## config.mk

```make
export PLATFORM = sky130hd
export DESIGN_NAME = cg_clock_regs
export DESIGN_NICKNAME = d
export VERILOG_FILES = /design/src/cg_pkg.sv /design/src/cg_axil_port.sv /design/src/cg_frac_stage.sv /design/src/cg_clock_regs.sv
export SDC_FILE = /design/constraint.sdc
export NUM_CORES = 1
export LEC_CHECK = 0
export BUFFER_PORTS_ARGS = -buffer_cell sky130_fd_sc_hd__buf_2
export CAP_MARGIN = 20
export CELL_PAD_IN_SITES_DETAIL_PLACEMENT = 0
export CELL_PAD_IN_SITES_GLOBAL_PLACEMENT = 1
export CORE_UTILIZATION = 33
export CTS_CLUSTER_DIAMETER = 60
export CTS_CLUSTER_SIZE = 20
export DETAILED_ROUTE_END_ITERATION = 7
export PLACE_DENSITY_LB_ADDON = 0.1
export SYNTH_ARGS = -nofsm -noshare
export SYNTH_HDL_FRONTEND = slang
export SYNTH_HIERARCHICAL = 1
export SYNTH_SLANG_ARGS = --single-unit
```

## constraint.sdc

```tcl
create_clock -name CLK_I -period 2.1 [get_ports CLK_I]
set_clock_uncertainty 0.1 [all_clocks]
set_input_delay 0.105 -clock CLK_I [delete_from_list [all_inputs] [get_ports CLK_I]]
set_output_delay 0.105 -clock CLK_I [all_outputs]
set_load 0.01 [all_outputs]
```

## src/cg_pkg.sv

```systemverilog
// constants for the clock source and pll setting registers
package cg_pkg;
    localparam int unsigned ADDR_W       = 9;
    localparam int unsigned IDX_W        = 7;
    // register indexes; byte address is four times the index
    localparam logic [6:0]  IDX_PAGE     = 7'h00;
    localparam logic [6:0]  IDX_RSVD_A   = 7'h03;
    localparam logic [6:0]  IDX_SRC      = 7'h04;
    localparam logic [6:0]  IDX_PWR_PDIV = 7'h05;
    localparam logic [6:0]  IDX_JMUL     = 7'h06;
    localparam logic [6:0]  IDX_FRAC_UP  = 7'h07;
    localparam logic [6:0]  IDX_FRAC_LO  = 7'h08;
    localparam logic [6:0]  IDX_RSVD_B0  = 7'h09;
    localparam logic [6:0]  IDX_RSVD_B1  = 7'h0A;
    localparam logic [7:0]  PAGE_CLOCK   = 8'h00;
    // field positions
    localparam int unsigned RANGE_BIT    = 6;
    localparam int unsigned REF_LSB      = 2;
    localparam int unsigned SRC_LSB      = 0;
    localparam int unsigned PWR_BIT      = 7;
    localparam int unsigned PDIV_LSB     = 4;
    localparam int unsigned RMUL_LSB     = 0;
    localparam int unsigned JMUL_LSB     = 0;
    localparam int unsigned FUP_LSB      = 0;
    // reset values
    localparam logic [7:0]  PAGE_RST     = 8'h00;
    localparam logic        RANGE_RST    = 1'h0;
    localparam logic [1:0]  REF_RST      = 2'h0;
    localparam logic [1:0]  SRC_RST      = 2'h0;
    localparam logic        PWR_RST      = 1'h0;
    localparam logic [2:0]  PDIV_RST     = 3'h1;
    localparam logic [3:0]  RMUL_RST     = 4'h1;
    localparam logic [5:0]  JMUL_RST     = 6'h04;
    localparam logic [5:0]  FUP_RST      = 6'h00;
    localparam logic [7:0]  FLO_RST      = 8'h00;
    // axi responses
    localparam logic [1:0]  RESP_OKAY    = 2'h0;
    localparam logic [1:0]  RESP_DECERR  = 2'h3;

    function automatic logic idx_mapped(input logic [6:0] idx);
        idx_mapped = (idx == IDX_PAGE) || ((idx >= IDX_RSVD_A) && (idx <= IDX_RSVD_B1));
    endfunction

    // pre-divider code 0 means eight
    function automatic logic [3:0] p_decode(input logic [2:0] code);
        p_decode = (code == 3'h0) ? 4'h8 : {1'b0, code};
    endfunction
endpackage

```

## src/cg_axil_port.sv

```systemverilog
// axi4-lite slave front end producing single-cycle register strobes
`timescale 1ns/10ps
`default_nettype none
module cg_axil_port (
    input  wire logic        clk_i,         // clock
    input  wire logic        reset_n_i,     // sync reset, low
    input  wire logic [8:0]  awaddr_i,      // write address
    input  wire logic        awvalid_i,     // write address valid
    output logic             awready_o,     // write address ready
    input  wire logic [31:0] wdata_i,       // write data
    input  wire logic [3:0]  wstrb_i,       // write strobes
    input  wire logic        wvalid_i,      // write data valid
    output logic             wready_o,      // write data ready
    output logic [1:0]       bresp_o,       // write response
    output logic             bvalid_o,      // write response valid
    input  wire logic        bready_i,      // write response ready
    input  wire logic [8:0]  araddr_i,      // read address
    input  wire logic        arvalid_i,     // read address valid
    output logic             arready_o,     // read address ready
    output logic [31:0]      rdata_o,       // read data
    output logic [1:0]       rresp_o,       // read response
    output logic             rvalid_o,      // read data valid
    input  wire logic        rready_i,      // read data ready
    output logic             wr_en_o,       // register write strobe
    output logic [6:0]       wr_idx_o,      // register index written
    output logic [7:0]       wr_data_o,     // low byte written
    output logic             wr_lane0_o,    // byte lane 0 enabled
    output logic [6:0]       rd_idx_o,      // register index to read
    input  wire logic [7:0]  rd_data_i      // read value of rd_idx_o
);
    logic        aw_hold_r, aw_hold_nxt, w_hold_r, w_hold_nxt;
    logic [6:0]  awidx_r, awidx_nxt;
    logic [7:0]  wdat_r, wdat_nxt;
    logic        wlane_r, wlane_nxt;
    logic        awready_r, awready_nxt, wready_r, wready_nxt;
    logic        bvalid_r, bvalid_nxt, rvalid_r, rvalid_nxt, arready_r, arready_nxt;
    logic [1:0]  bresp_r, bresp_nxt, rresp_r, rresp_nxt;
    logic [31:0] rdata_r, rdata_nxt;
    logic        exec;

    assign exec     = aw_hold_r && w_hold_r && !bvalid_r;
    assign rd_idx_o = araddr_i[8:2];

    always_comb begin
        aw_hold_nxt = aw_hold_r;
        w_hold_nxt  = w_hold_r;
        awidx_nxt   = awidx_r;
        wdat_nxt    = wdat_r;
        wlane_nxt   = wlane_r;
        bvalid_nxt  = bvalid_r;
        bresp_nxt   = bresp_r;
        rvalid_nxt  = rvalid_r;
        rresp_nxt   = rresp_r;
        rdata_nxt   = rdata_r;
        if (awvalid_i && awready_r) begin
            aw_hold_nxt = 1'b1;
            awidx_nxt   = awaddr_i[8:2];
        end
        if (wvalid_i && wready_r) begin
            w_hold_nxt = 1'b1;
            wdat_nxt   = wdata_i[7:0];
            wlane_nxt  = wstrb_i[0];
        end
        if (bvalid_r && bready_i) begin
            bvalid_nxt = 1'b0;
        end
        if (exec) begin
            aw_hold_nxt = 1'b0;
            w_hold_nxt  = 1'b0;
            bvalid_nxt  = 1'b1;
            bresp_nxt   = cg_pkg::idx_mapped(awidx_r) ? cg_pkg::RESP_OKAY : cg_pkg::RESP_DECERR;
        end
        if (rvalid_r && rready_i) begin
            rvalid_nxt = 1'b0;
        end
        if (arvalid_i && arready_r) begin
            rvalid_nxt = 1'b1;
            rdata_nxt  = {24'h00_0000, rd_data_i};
            rresp_nxt  = cg_pkg::idx_mapped(araddr_i[8:2]) ? cg_pkg::RESP_OKAY : cg_pkg::RESP_DECERR;
        end
        awready_nxt = !aw_hold_nxt;
        wready_nxt  = !w_hold_nxt;
        arready_nxt = !rvalid_nxt;
    end

    always_ff @(posedge clk_i) begin
        if (!reset_n_i) begin
            aw_hold_r <= 1'b0;
            w_hold_r  <= 1'b0;
            awidx_r   <= 7'h00;
            wdat_r    <= 8'h00;
            wlane_r   <= 1'b0;
            awready_r <= 1'b1;
            wready_r  <= 1'b1;
            arready_r <= 1'b1;
            bvalid_r  <= 1'b0;
            bresp_r   <= 2'h0;
            rvalid_r  <= 1'b0;
            rresp_r   <= 2'h0;
            rdata_r   <= 32'h0000_0000;
        end else begin
            aw_hold_r <= aw_hold_nxt;
            w_hold_r  <= w_hold_nxt;
            awidx_r   <= awidx_nxt;
            wdat_r    <= wdat_nxt;
            wlane_r   <= wlane_nxt;
            awready_r <= awready_nxt;
            wready_r  <= wready_nxt;
            arready_r <= arready_nxt;
            bvalid_r  <= bvalid_nxt;
            bresp_r   <= bresp_nxt;
            rvalid_r  <= rvalid_nxt;
            rresp_r   <= rresp_nxt;
            rdata_r   <= rdata_nxt;
        end
    end

    assign awready_o  = awready_r;
    assign wready_o   = wready_r;
    assign arready_o  = arready_r;
    assign bvalid_o   = bvalid_r;
    assign bresp_o    = bresp_r;
    assign rvalid_o   = rvalid_r;
    assign rresp_o    = rresp_r;
    assign rdata_o    = rdata_r;
    assign wr_en_o    = exec;
    assign wr_idx_o   = awidx_r;
    assign wr_data_o  = wdat_r;
    assign wr_lane0_o = wlane_r;
endmodule
`default_nettype wire

```

## src/cg_frac_stage.sv

```systemverilog
// double-buffered fractional multiplier: upper part waits for the lower write
`timescale 1ns/10ps
`default_nettype none
module cg_frac_stage (
    input  wire logic        clk_i,       // clock
    input  wire logic        reset_n_i,   // sync reset, low
    input  wire logic        wr_any_i,    // any register write taken
    input  wire logic        wr_upper_i,  // write to upper part
    input  wire logic        wr_lower_i,  // write to lower part
    input  wire logic [7:0]  wr_data_i,   // written byte
    output logic [5:0]       upper_o,     // last written upper part
    output logic             pending_o,   // upper part waiting
    output logic [13:0]      frac_o       // applied fractional value
);
    logic [5:0]  upper_r, upper_nxt;
    logic        pend_r, pend_nxt;
    logic [13:0] frac_r, frac_nxt;

    always_comb begin
        upper_nxt = upper_r;
        pend_nxt  = pend_r;
        frac_nxt  = frac_r;
        if (wr_any_i) begin
            // any write other than to the upper part drops the pending upper part
            pend_nxt = 1'b0;
        end
        if (wr_upper_i) begin
            upper_nxt = wr_data_i[cg_pkg::FUP_LSB +: 6];
            pend_nxt  = 1'b1;
        end
        if (wr_lower_i) begin
            frac_nxt = {pend_r ? upper_r : frac_r[13:8], wr_data_i};
        end
    end

    always_ff @(posedge clk_i) begin
        if (!reset_n_i) begin
            upper_r <= cg_pkg::FUP_RST;
            pend_r  <= 1'b0;
            frac_r  <= {cg_pkg::FUP_RST, cg_pkg::FLO_RST};
        end else begin
            upper_r <= upper_nxt;
            pend_r  <= pend_nxt;
            frac_r  <= frac_nxt;
        end
    end

    assign upper_o   = upper_r;
    assign pending_o = pend_r;
    assign frac_o    = frac_r;
endmodule
`default_nettype wire

```

## src/cg_clock_regs.sv

```systemverilog
// clock source select and pll setting registers behind axi4-lite
//
// Overview of operation
// - range bit picks low or high pll range
// - two-bit code picks the pll reference pin
// - two-bit code picks the codec clock source
// - pll stays down until power bit set
// - pre-divider codes 1-7 direct, zero means eight
// - upper fraction applied only if the next write is to the lower part
// - accesses go to the selected page, zero
//
// The AXI4-Lite slave port is this design's own decision.
`timescale 1ns/10ps
`default_nettype none
module cg_clock_regs (
    input  wire logic        CLK_I,                // 40 MHz clock
    input  wire logic        RESET_N_I,            // sync reset, low
    input  wire logic [8:0]  AWADDR,               // write address
    input  wire logic        AWVALID,              // write address valid
    output logic             AWREADY,              // write address ready
    input  wire logic [31:0] WDATA,                // write data
    input  wire logic [3:0]  WSTRB,                // write strobes
    input  wire logic        WVALID,               // write data valid
    output logic             WREADY,               // write data ready
    output logic [1:0]       BRESP,                // write response
    output logic             BVALID,               // write response valid
    input  wire logic        BREADY,               // write response ready
    input  wire logic [8:0]  ARADDR,               // read address
    input  wire logic        ARVALID,              // read address valid
    output logic             ARREADY,              // read address ready
    output logic [31:0]      RDATA,                // read data
    output logic [1:0]       RRESP,                // read response
    output logic             RVALID,               // read data valid
    input  wire logic        RREADY,               // read data ready
    output logic             PLL_POWER_UP_O,       // pll powered up
    output logic             PLL_RANGE_HIGH_O,     // high pll clock range
    output logic [1:0]       PLL_REF_SEL_O,        // pll reference pin code
    output logic [1:0]       CODEC_CLOCK_SOURCE_O, // codec clock source code
    output logic [3:0]       PLL_P_DIV_O,          // pre-divider value 1..8
    output logic [3:0]       PLL_R_MUL_O,          // multiplier r
    output logic [5:0]       PLL_J_MUL_O,          // integer multiplier j
    output logic [13:0]      PLL_D_FRAC_O,         // fractional multiplier d
    output logic [7:0]       PAGE_O                // selected page
);
    logic        wr_en;
    logic [6:0]  wr_idx;
    logic [7:0]  wr_data;
    logic        wr_lane0;
    logic [6:0]  rd_idx;
    logic [7:0]  rd_data;
    logic        wr_take;
    logic        on_clock_page;
    logic        wr_upper;
    logic        wr_lower;
    logic [5:0]  frac_upper;
    logic        frac_pending;

    logic [7:0]  page_r, page_nxt;
    logic        range_r, range_nxt;
    logic [1:0]  ref_r, ref_nxt;
    logic [1:0]  src_r, src_nxt;
    logic        pwr_r, pwr_nxt;
    logic [2:0]  pcode_r, pcode_nxt;
    logic [3:0]  pdiv_r, pdiv_nxt;
    logic [3:0]  rmul_r, rmul_nxt;
    logic [5:0]  jmul_r, jmul_nxt;

    cg_axil_port u_port (
        .clk_i      (CLK_I),
        .reset_n_i  (RESET_N_I),
        .awaddr_i   (AWADDR),
        .awvalid_i  (AWVALID),
        .awready_o  (AWREADY),
        .wdata_i    (WDATA),
        .wstrb_i    (WSTRB),
        .wvalid_i   (WVALID),
        .wready_o   (WREADY),
        .bresp_o    (BRESP),
        .bvalid_o   (BVALID),
        .bready_i   (BREADY),
        .araddr_i   (ARADDR),
        .arvalid_i  (ARVALID),
        .arready_o  (ARREADY),
        .rdata_o    (RDATA),
        .rresp_o    (RRESP),
        .rvalid_o   (RVALID),
        .rready_i   (RREADY),
        .wr_en_o    (wr_en),
        .wr_idx_o   (wr_idx),
        .wr_data_o  (wr_data),
        .wr_lane0_o (wr_lane0),
        .rd_idx_o   (rd_idx),
        .rd_data_i  (rd_data)
    );

    // a write without byte lane 0 changes nothing
    assign wr_take       = wr_en && wr_lane0;
    assign on_clock_page = (page_r == cg_pkg::PAGE_CLOCK);
    assign wr_upper      = wr_take && on_clock_page && (wr_idx == cg_pkg::IDX_FRAC_UP);
    assign wr_lower      = wr_take && on_clock_page && (wr_idx == cg_pkg::IDX_FRAC_LO);

    cg_frac_stage u_frac (
        .clk_i      (CLK_I),
        .reset_n_i  (RESET_N_I),
        .wr_any_i   (wr_take),
        .wr_upper_i (wr_upper),
        .wr_lower_i (wr_lower),
        .wr_data_i  (wr_data),
        .upper_o    (frac_upper),
        .pending_o  (frac_pending),
        .frac_o     (PLL_D_FRAC_O)
    );

    always_comb begin
        page_nxt  = page_r;
        range_nxt = range_r;
        ref_nxt   = ref_r;
        src_nxt   = src_r;
        pwr_nxt   = pwr_r;
        pcode_nxt = pcode_r;
        rmul_nxt  = rmul_r;
        jmul_nxt  = jmul_r;
        if (wr_take && (wr_idx == cg_pkg::IDX_PAGE)) begin
            page_nxt = wr_data;
        end else if (wr_take && on_clock_page) begin
            // reserved indexes and bits are dropped
            case (wr_idx)
                cg_pkg::IDX_SRC: begin
                    range_nxt = wr_data[cg_pkg::RANGE_BIT];
                    ref_nxt   = wr_data[cg_pkg::REF_LSB +: 2];
                    src_nxt   = wr_data[cg_pkg::SRC_LSB +: 2];
                end
                cg_pkg::IDX_PWR_PDIV: begin
                    pwr_nxt   = wr_data[cg_pkg::PWR_BIT];
                    pcode_nxt = wr_data[cg_pkg::PDIV_LSB +: 3];
                    rmul_nxt  = wr_data[cg_pkg::RMUL_LSB +: 4];
                end
                cg_pkg::IDX_JMUL: begin
                    jmul_nxt  = wr_data[cg_pkg::JMUL_LSB +: 6];
                end
                default: begin
                    page_nxt = page_r;
                end
            endcase
        end
        pdiv_nxt = cg_pkg::p_decode(pcode_nxt);
    end

    always_ff @(posedge CLK_I) begin
        if (!RESET_N_I) begin
            page_r  <= cg_pkg::PAGE_RST;
            range_r <= cg_pkg::RANGE_RST;
            ref_r   <= cg_pkg::REF_RST;
            src_r   <= cg_pkg::SRC_RST;
            pwr_r   <= cg_pkg::PWR_RST;
            pcode_r <= cg_pkg::PDIV_RST;
            pdiv_r  <= cg_pkg::p_decode(cg_pkg::PDIV_RST);
            rmul_r  <= cg_pkg::RMUL_RST;
            jmul_r  <= cg_pkg::JMUL_RST;
        end else begin
            page_r  <= page_nxt;
            range_r <= range_nxt;
            ref_r   <= ref_nxt;
            src_r   <= src_nxt;
            pwr_r   <= pwr_nxt;
            pcode_r <= pcode_nxt;
            pdiv_r  <= pdiv_nxt;
            rmul_r  <= rmul_nxt;
            jmul_r  <= jmul_nxt;
        end
    end

    // read value; the page register reads on every page, other indexes on other pages and reserved bits show zero
    always_comb begin
        rd_data = 8'h00;
        if (rd_idx == cg_pkg::IDX_PAGE) begin
            rd_data = page_r;
        end else if (on_clock_page) begin
            case (rd_idx)
                cg_pkg::IDX_SRC: begin
                    rd_data[cg_pkg::RANGE_BIT]   = range_r;
                    rd_data[cg_pkg::REF_LSB +: 2] = ref_r;
                    rd_data[cg_pkg::SRC_LSB +: 2] = src_r;
                end
                cg_pkg::IDX_PWR_PDIV: begin
                    rd_data[cg_pkg::PWR_BIT]       = pwr_r;
                    rd_data[cg_pkg::PDIV_LSB +: 3] = pcode_r;
                    rd_data[cg_pkg::RMUL_LSB +: 4] = rmul_r;
                end
                cg_pkg::IDX_JMUL: begin
                    rd_data[cg_pkg::JMUL_LSB +: 6] = jmul_r;
                end
                cg_pkg::IDX_FRAC_UP: begin
                    rd_data[cg_pkg::FUP_LSB +: 6] = frac_upper;
                end
                cg_pkg::IDX_FRAC_LO: begin
                    rd_data = PLL_D_FRAC_O[7:0];
                end
                default: begin
                    rd_data = 8'h00;
                end
            endcase
        end
    end

    assign PAGE_O               = page_r;
    assign PLL_RANGE_HIGH_O     = range_r;
    assign PLL_REF_SEL_O        = ref_r;
    assign CODEC_CLOCK_SOURCE_O = src_r;
    assign PLL_POWER_UP_O       = pwr_r;
    assign PLL_P_DIV_O          = pdiv_r;
    assign PLL_R_MUL_O          = rmul_r;
    assign PLL_J_MUL_O          = jmul_r;

    // checks
    logic wr_clk_reg;
    assign wr_clk_reg = wr_take && on_clock_page;

    // last accepted write and the upper part it carried, for the pairing check
    logic        chk_up_last_r, chk_up_last_nxt;
    logic [5:0]  chk_up_val_r, chk_up_val_nxt;

    always_comb begin
        chk_up_last_nxt = chk_up_last_r;
        chk_up_val_nxt  = chk_up_val_r;
        if (wr_take) begin
            chk_up_last_nxt = wr_upper;
        end
        if (wr_upper) begin
            chk_up_val_nxt = wr_data[5:0];
        end
    end

    always_ff @(posedge CLK_I) begin
        if (!RESET_N_I) begin
            chk_up_last_r <= 1'b0;
            chk_up_val_r  <= 6'h00;
        end else begin
            chk_up_last_r <= chk_up_last_nxt;
            chk_up_val_r  <= chk_up_val_nxt;
        end
    end
endmodule
`default_nettype wire

```

**Word level (Yosys, flattened, before mapping)**

Index checks and enable logic that the tools add are counted.

- Flip-flop bits (word level): 87
- Input port bits: 61
- Output and inout port bits: 83
- Word-level logic and storage cells: 96

- $lt $le $gt $ge: 4
- Eq/ne operators: 10
- Mux-type cells: 22
- Bitwise gates (word level): 2
- Reduce and logical (&&, ||, !) cells: 31

Operators by type and width:

| cell | number |
|---|---|
| 7-bit by 3-bit equality test with 1-bit output, second input constant | 8 |
| 4-bit one-hot mux with 5 select lines | 1 |
| 8-bit two-way mux | 2 |
| 7-bit by 4-bit equality test with 1-bit output, second input constant | 2 |
| 7-bit by 2-bit greater-or-equal comparator with 1-bit output, second input constant | 2 |
| 7-bit by 4-bit <= comparator with 1-bit output, second input constant | 2 |
| 1-bit logical AND | 14 |
| 7-bit logical NOT | 2 |
| 1-bit two-way mux | 10 |
| 3-bit two-way mux | 3 |
| 3-bit AND reduction | 3 |
| 8-bit logical NOT | 1 |
| 2-bit one-hot mux with 4 select lines | 1 |
| 1-bit logical NOT | 4 |
| 2-bit two-way mux | 2 |
| 4-bit two-way mux | 1 |
| 2-bit nonzero test | 2 |
| 3-bit logical NOT | 1 |
| 1-bit one-hot mux with 3 select lines | 1 |
| 1-bit logical OR | 2 |
| 1-bit NOT | 2 |
| 1-bit one-hot mux with 2 select lines | 1 |
| 2-bit AND reduction | 1 |
| 2-bit OR reduction | 1 |

**Logic depth before layout (Yosys ltp)**

- Depth after elaboration: 8
- Mapped depth: 9
- Depth with buffers taken out: 7

**Hierarchy**

Netlist, hierarchy kept.

Modules (own cells, without submodules):

| module | instances | cells each | area each (sq um) | seq. area each (sq um) |
|---|---|---|---|---|
| cg_clock_regs | 1 | 173 | 1689.1 | 620.6 |
| cg_axil_port | 1 | 181 | 1510.2 | 660.6 |
| cg_frac_stage | 1 | 76 | 814.5 | 420.4 |

**Least setup slack after synthesis**

Ideal clock, no wire load.

- Path type: reg-to-reg
- Start point: register u_port.awidx_r[2], in the netlist u_port/wr_idx_o[2]
- End point: register u_frac.frac_r[4], in the netlist u_frac/frac_o[4]
- Data arrival time: 1767 ps
- Required time: 1884 ps
- Slack: 117 ps
- Cell stages (with the launch flop): 8
- Path through: dfxtp_1 -> or4_2 -> nor4_1 -> and3_1 -> buf_6 -> buf_12 -> mux2i_1 -> nor2b_1

- Longest elaborated chain between the ends: 2

Ends and longest elaborated chain:

| what | RTL line | source |
|---|---|---|
| from (decl) | cg_axil_port.sv:32 | `logic [6:0] awidx_r, awidx_nxt;` |
| from (signal assigned) | cg_axil_port.sv:104 | `awidx_r <= awidx_nxt;` |
| 7-bit by 4-bit equality test with 1-bit output | cg_clock_regs.sv:100 | `assign wr_lower = wr_take && on_clock_page && (wr_idx == cg_pkg::IDX_FRAC_LO);` |
| 1-bit logical AND | cg_clock_regs.sv:100 |  |
| via wr_lower | cg_clock_regs.sv:54 | `logic wr_lower;` |
| to (signal assigned) | cg_frac_stage.sv:40 | `frac_r <= {cg_pkg::FUP_RST, cg_pkg::FLO_RST};` |
| to (signal assigned) | cg_frac_stage.sv:44 | `frac_r <= frac_nxt;` |
| to (decl) | cg_frac_stage.sv:17 | `logic [13:0] frac_r, frac_nxt;` |

The timed path passes the listed nets, and every way through them passes these cells.
A chain may end at the register's enable or synchronous reset.

**Final worst setup path**

- Start point: register u_port.awidx_r[2], in the netlist u_port/wr_idx_o[2]
- End point: register src_r[0], in the netlist CODEC_CLOCK_SOURCE_O[0]

- Longest elaborated chain between the ends: 4
- Elaborated cells on any way between the ends: 5

Ends and longest elaborated chain:

| what | RTL line | source |
|---|---|---|
| 7-bit logical NOT | cg_clock_regs.sv:123 | `if (wr_take && (wr_idx == cg_pkg::IDX_PAGE)) begin` |
| 1-bit logical AND | cg_clock_regs.sv:123 |  |
| 1-bit NOT (no line) | - |  |
| 3-bit AND reduction (no line) * | - |  |
| to (signal assigned) | cg_clock_regs.sv:154 | `src_r <= cg_pkg::SRC_RST;` |
| to (signal assigned) | cg_clock_regs.sv:164 | `src_r <= src_nxt;` |
| to (decl) | cg_clock_regs.sv:61 | `logic [1:0] src_r, src_nxt;` |

Mark *: on every way between the ends. The rest lies on a longest branch, timed or not.

==> flow_summary.yaml <==
status:
  status: "finished with violations"
  violations: "DRC"
yosys:
  synth-seq-area-share: 0.424
  synth_fa_ha_area_frac: 0
  synth_edf_count: 0
  ys.flop_type: "dfxtp_1"
  synth.most_common_cell: "dfxtp_1"
  synth_top_area_frac: 0.424
  synth_warnings: 6
  synthTopCellsByCount: "dfxtp_1, nand2_1, mux2i_1"
  ys_async_sr_fraction: 0
  synth_compound_area_frac: 0.0966
  ys_ff_latch: 85
  synth_top_area_cell: "dfxtp_1"
  synth_mux_area_frac: 0.143
  synth_xor_area_frac: 0
  yosys.cell_types.count: 52
  synthSimpleGateAreaFrac: 0.239
  netlist_top_cells_area: "dfxtp_1, mux2i_1, nand2_1"
  syn_area_mm2: 0.00401
  syn_area_per_cell_um2: 9.33
  syn-instance-count: 430
  synth_top_family_by_area: "simple AND/OR/NAND/NOR gates"
drt:
  vias_per_cell: 4.70
  drtIter0Drc: 169
  routed_wl_mm: 10.4
  post_drt_wl_per_cell_um: 15.2
  first_pass_iters: 6
  num_vias: 3227
  ant_nets: 0
  drcViolationCount: 6
sta:
  finalSetupTns_ps: 0
  max_freq_ghz: 0.518
  slew_headroom: 0.679
  period_share: 0.920
  tightest_slew_ps: 469
  hold-worst-slack_ps: 17.0
  slew_viol_final: 0
  hold_viol_final: 0
  rsz0062_at_grt: "false"
  setup_viol: 0
  period_minus_slack_ps: 1930
final_layout:
  fin_area_mm2: 0.00511
  multiInputGateArea_mm2: 0.00204
  fin_nets: 600
  diodes: 0
  fin_cells: 687
  num-fill-cells: 1178
  synthToLayoutAreaGrowth_pct: 27.4
  regArea_mm2: 0.00170
  drive_gt1_frac: 0.270
floorplanning:
  ioPinCount: 144
  initial_core_util: 0.346
  die_w_um: 112
  rows: 39
  die_area_mm2: 0.0126
  core_area_mm2: 0.0116
  die_h_um: 112
place:
  dp.cells: 650
  gp_congestion: 0.785
  dp_hpwl_mm: 7.64
  port_buffers: 88
  post_dp_cell_area_mm2: 0.00454
clocking:
  cts_buffer_depth: 2
  clkTransAtPathRegs_ps: 60
  cts_buffers: 9
  cts_tree: "done"
  root_buffer: "clkbuf_16"
  htree_levels: 3
  insertion_delay_ps: 330
  clock_sinks: 85
power_and_ir_drop:
  peakVddDrop_mv: 0.393
  power.total_mw: 3.70
  p_leak_nw: 2.11
  pwr_density_cell_mw_per_mm2: 723
worst_setup_path:
  crit_slowest_cell: "or3_1"
  arrival_ps: 2040
  setup.worst_path.class: "flop to flop"
  crit_path_cell_trace: "buf_4 > nor4b_1 > nand4_2 > or3_1 > mux2i_1"
  path_max_fanout: 6
  startpoint_type: "flop"
  worstRegToRegCells: 5
  max_stage_delay_ps: 530
  cp.required_ps: 2210
  cp-end-kind: "flop"
min_path:
  hold_path_class: "input port to flop"
  whs_path_depth: 3
grt:
  grt_pass1_wl_mm: 16.4
  grt-ovfl-total: 0
  track_usage: 0.170
  first_global_vias: 3101
  grt_max_degree: 45
  antenna_found_initial: 0
flow_run:
  max_cap_violations: 0
worst paths after layout:
kind | start | to | slack [ps]
worst min register to register | u_frac/frac_o[9] | u_frac/frac_o[9] | 350
worst max register to register | u_port/wr_idx_o[2] | CODEC_CLOCK_SOURCE_O[0] | 170
worst max-delay path | u_port/wr_idx_o[2] | CODEC_CLOCK_SOURCE_O[0] | 170
worst min-delay path | RREADY | u_port/arready_o | 20
layout by cell type, fill, tap and decap left out, drive strengths merged, types with 2 or more instances in the layout:
master       synthesis  routed
nand4                8       8
mux4                 4       4
clkinvlp             0       2
buf                 45     110
or2                  2       2
nor2b               40      40
bufinv               0       2
dlygate4sd3          0      19
mux2                 2       2
o21ai               11      11
mux2i               46      46
a21oi                2       2
clkbuf              10      12
o22ai                3       3
nor4                 4       4
inv                  3       3
conb                 1      24
nor2                 7       7
a31oi                5       5
nand3                7       7
a211o                3       3
and2                 6       6
nor3                 6       6
or3                  3       3
a21boi              25      25
nor4b                2       2
nand2               81      81
a22oi                2       2
dfxtp               85      85
nor3b                5       5
what timing repair did:
item | CTS | global route
hold buffers | 19 | 0
setup endpoints to repair | 0 | 15
hold endpoints to repair | 18 | 0
buffers inserted | 0 | 1
gates resized for setup | 0 | 7
area by class of cell:
cell class                 count  area share
clock buffer                  11      0.0475
clock inverter                 5      0.0164
inverter                       3     0.00220
multi-input combinational    310       0.398
sequential                    85       0.333
tap                          143      0.0350
timing repair buffer         130       0.168
registers in the layout, indices dropped and copies added, names as in the netlist, 3 cells and up:
| name | cells |
|---|---|
| u_frac/frac_o | 14 |
| PAGE_O | 8 |
| u_port/rdata_o | 8 |
| u_port/wr_data_o | 8 |
| u_port/wr_idx_o | 7 |
| PLL_J_MUL_O | 6 |
| u_frac/upper_o | 6 |
| PLL_P_DIV_O | 4 |
| PLL_R_MUL_O | 4 |
| pcode_r | 3 |
cells by family (layout without fill, tap and decap cells):
group | count (synthesis) | count (layout)
muxes | 52 | 52
buffers and inverters | 58 | 149
DFF | 85 | 85
and+or+nand+nor | 178 | 178
other | 1 | 24
AOI/OAI and AO/OA | 56 | 56
layer usage:
metal  part of all wire  track usage  up-vias
li1                   -            -     1646
met1               0.50        0.240     1497
met2               0.45        0.261       76
met3              0.041       0.0319        8
met4              0.011       0.0560        0
met5                  0            0        -
stage by stage:
step	util	setup WS (ps)
final	0.440	168
after global routing	0.440	20.4
after CTS	0.435	32.2
after detailed placement	0.391	61.7
after global placement	0.391	71.8
after floorplan	-	117
power breakdown:
part           internal [mW]  total [mW]  leakage (nW)  switching [mW]
logic                  0.128       0.282          1.27           0.154
clock network           1.08        1.73         0.152           0.648
registers               1.65        1.69         0.689          0.0458
total                   2.85        3.70          2.11           0.848
worst max-delay path: cells and delay by family, from the launching register on:
family / cells / cell delay [ps]
buffers and inverters: 1 / 130
flip-flops: 1 / 330
multiplexers: 1 / 170
AND/OR/NAND/NOR: 3 / 1060
(Power assumes the default switching activity.)
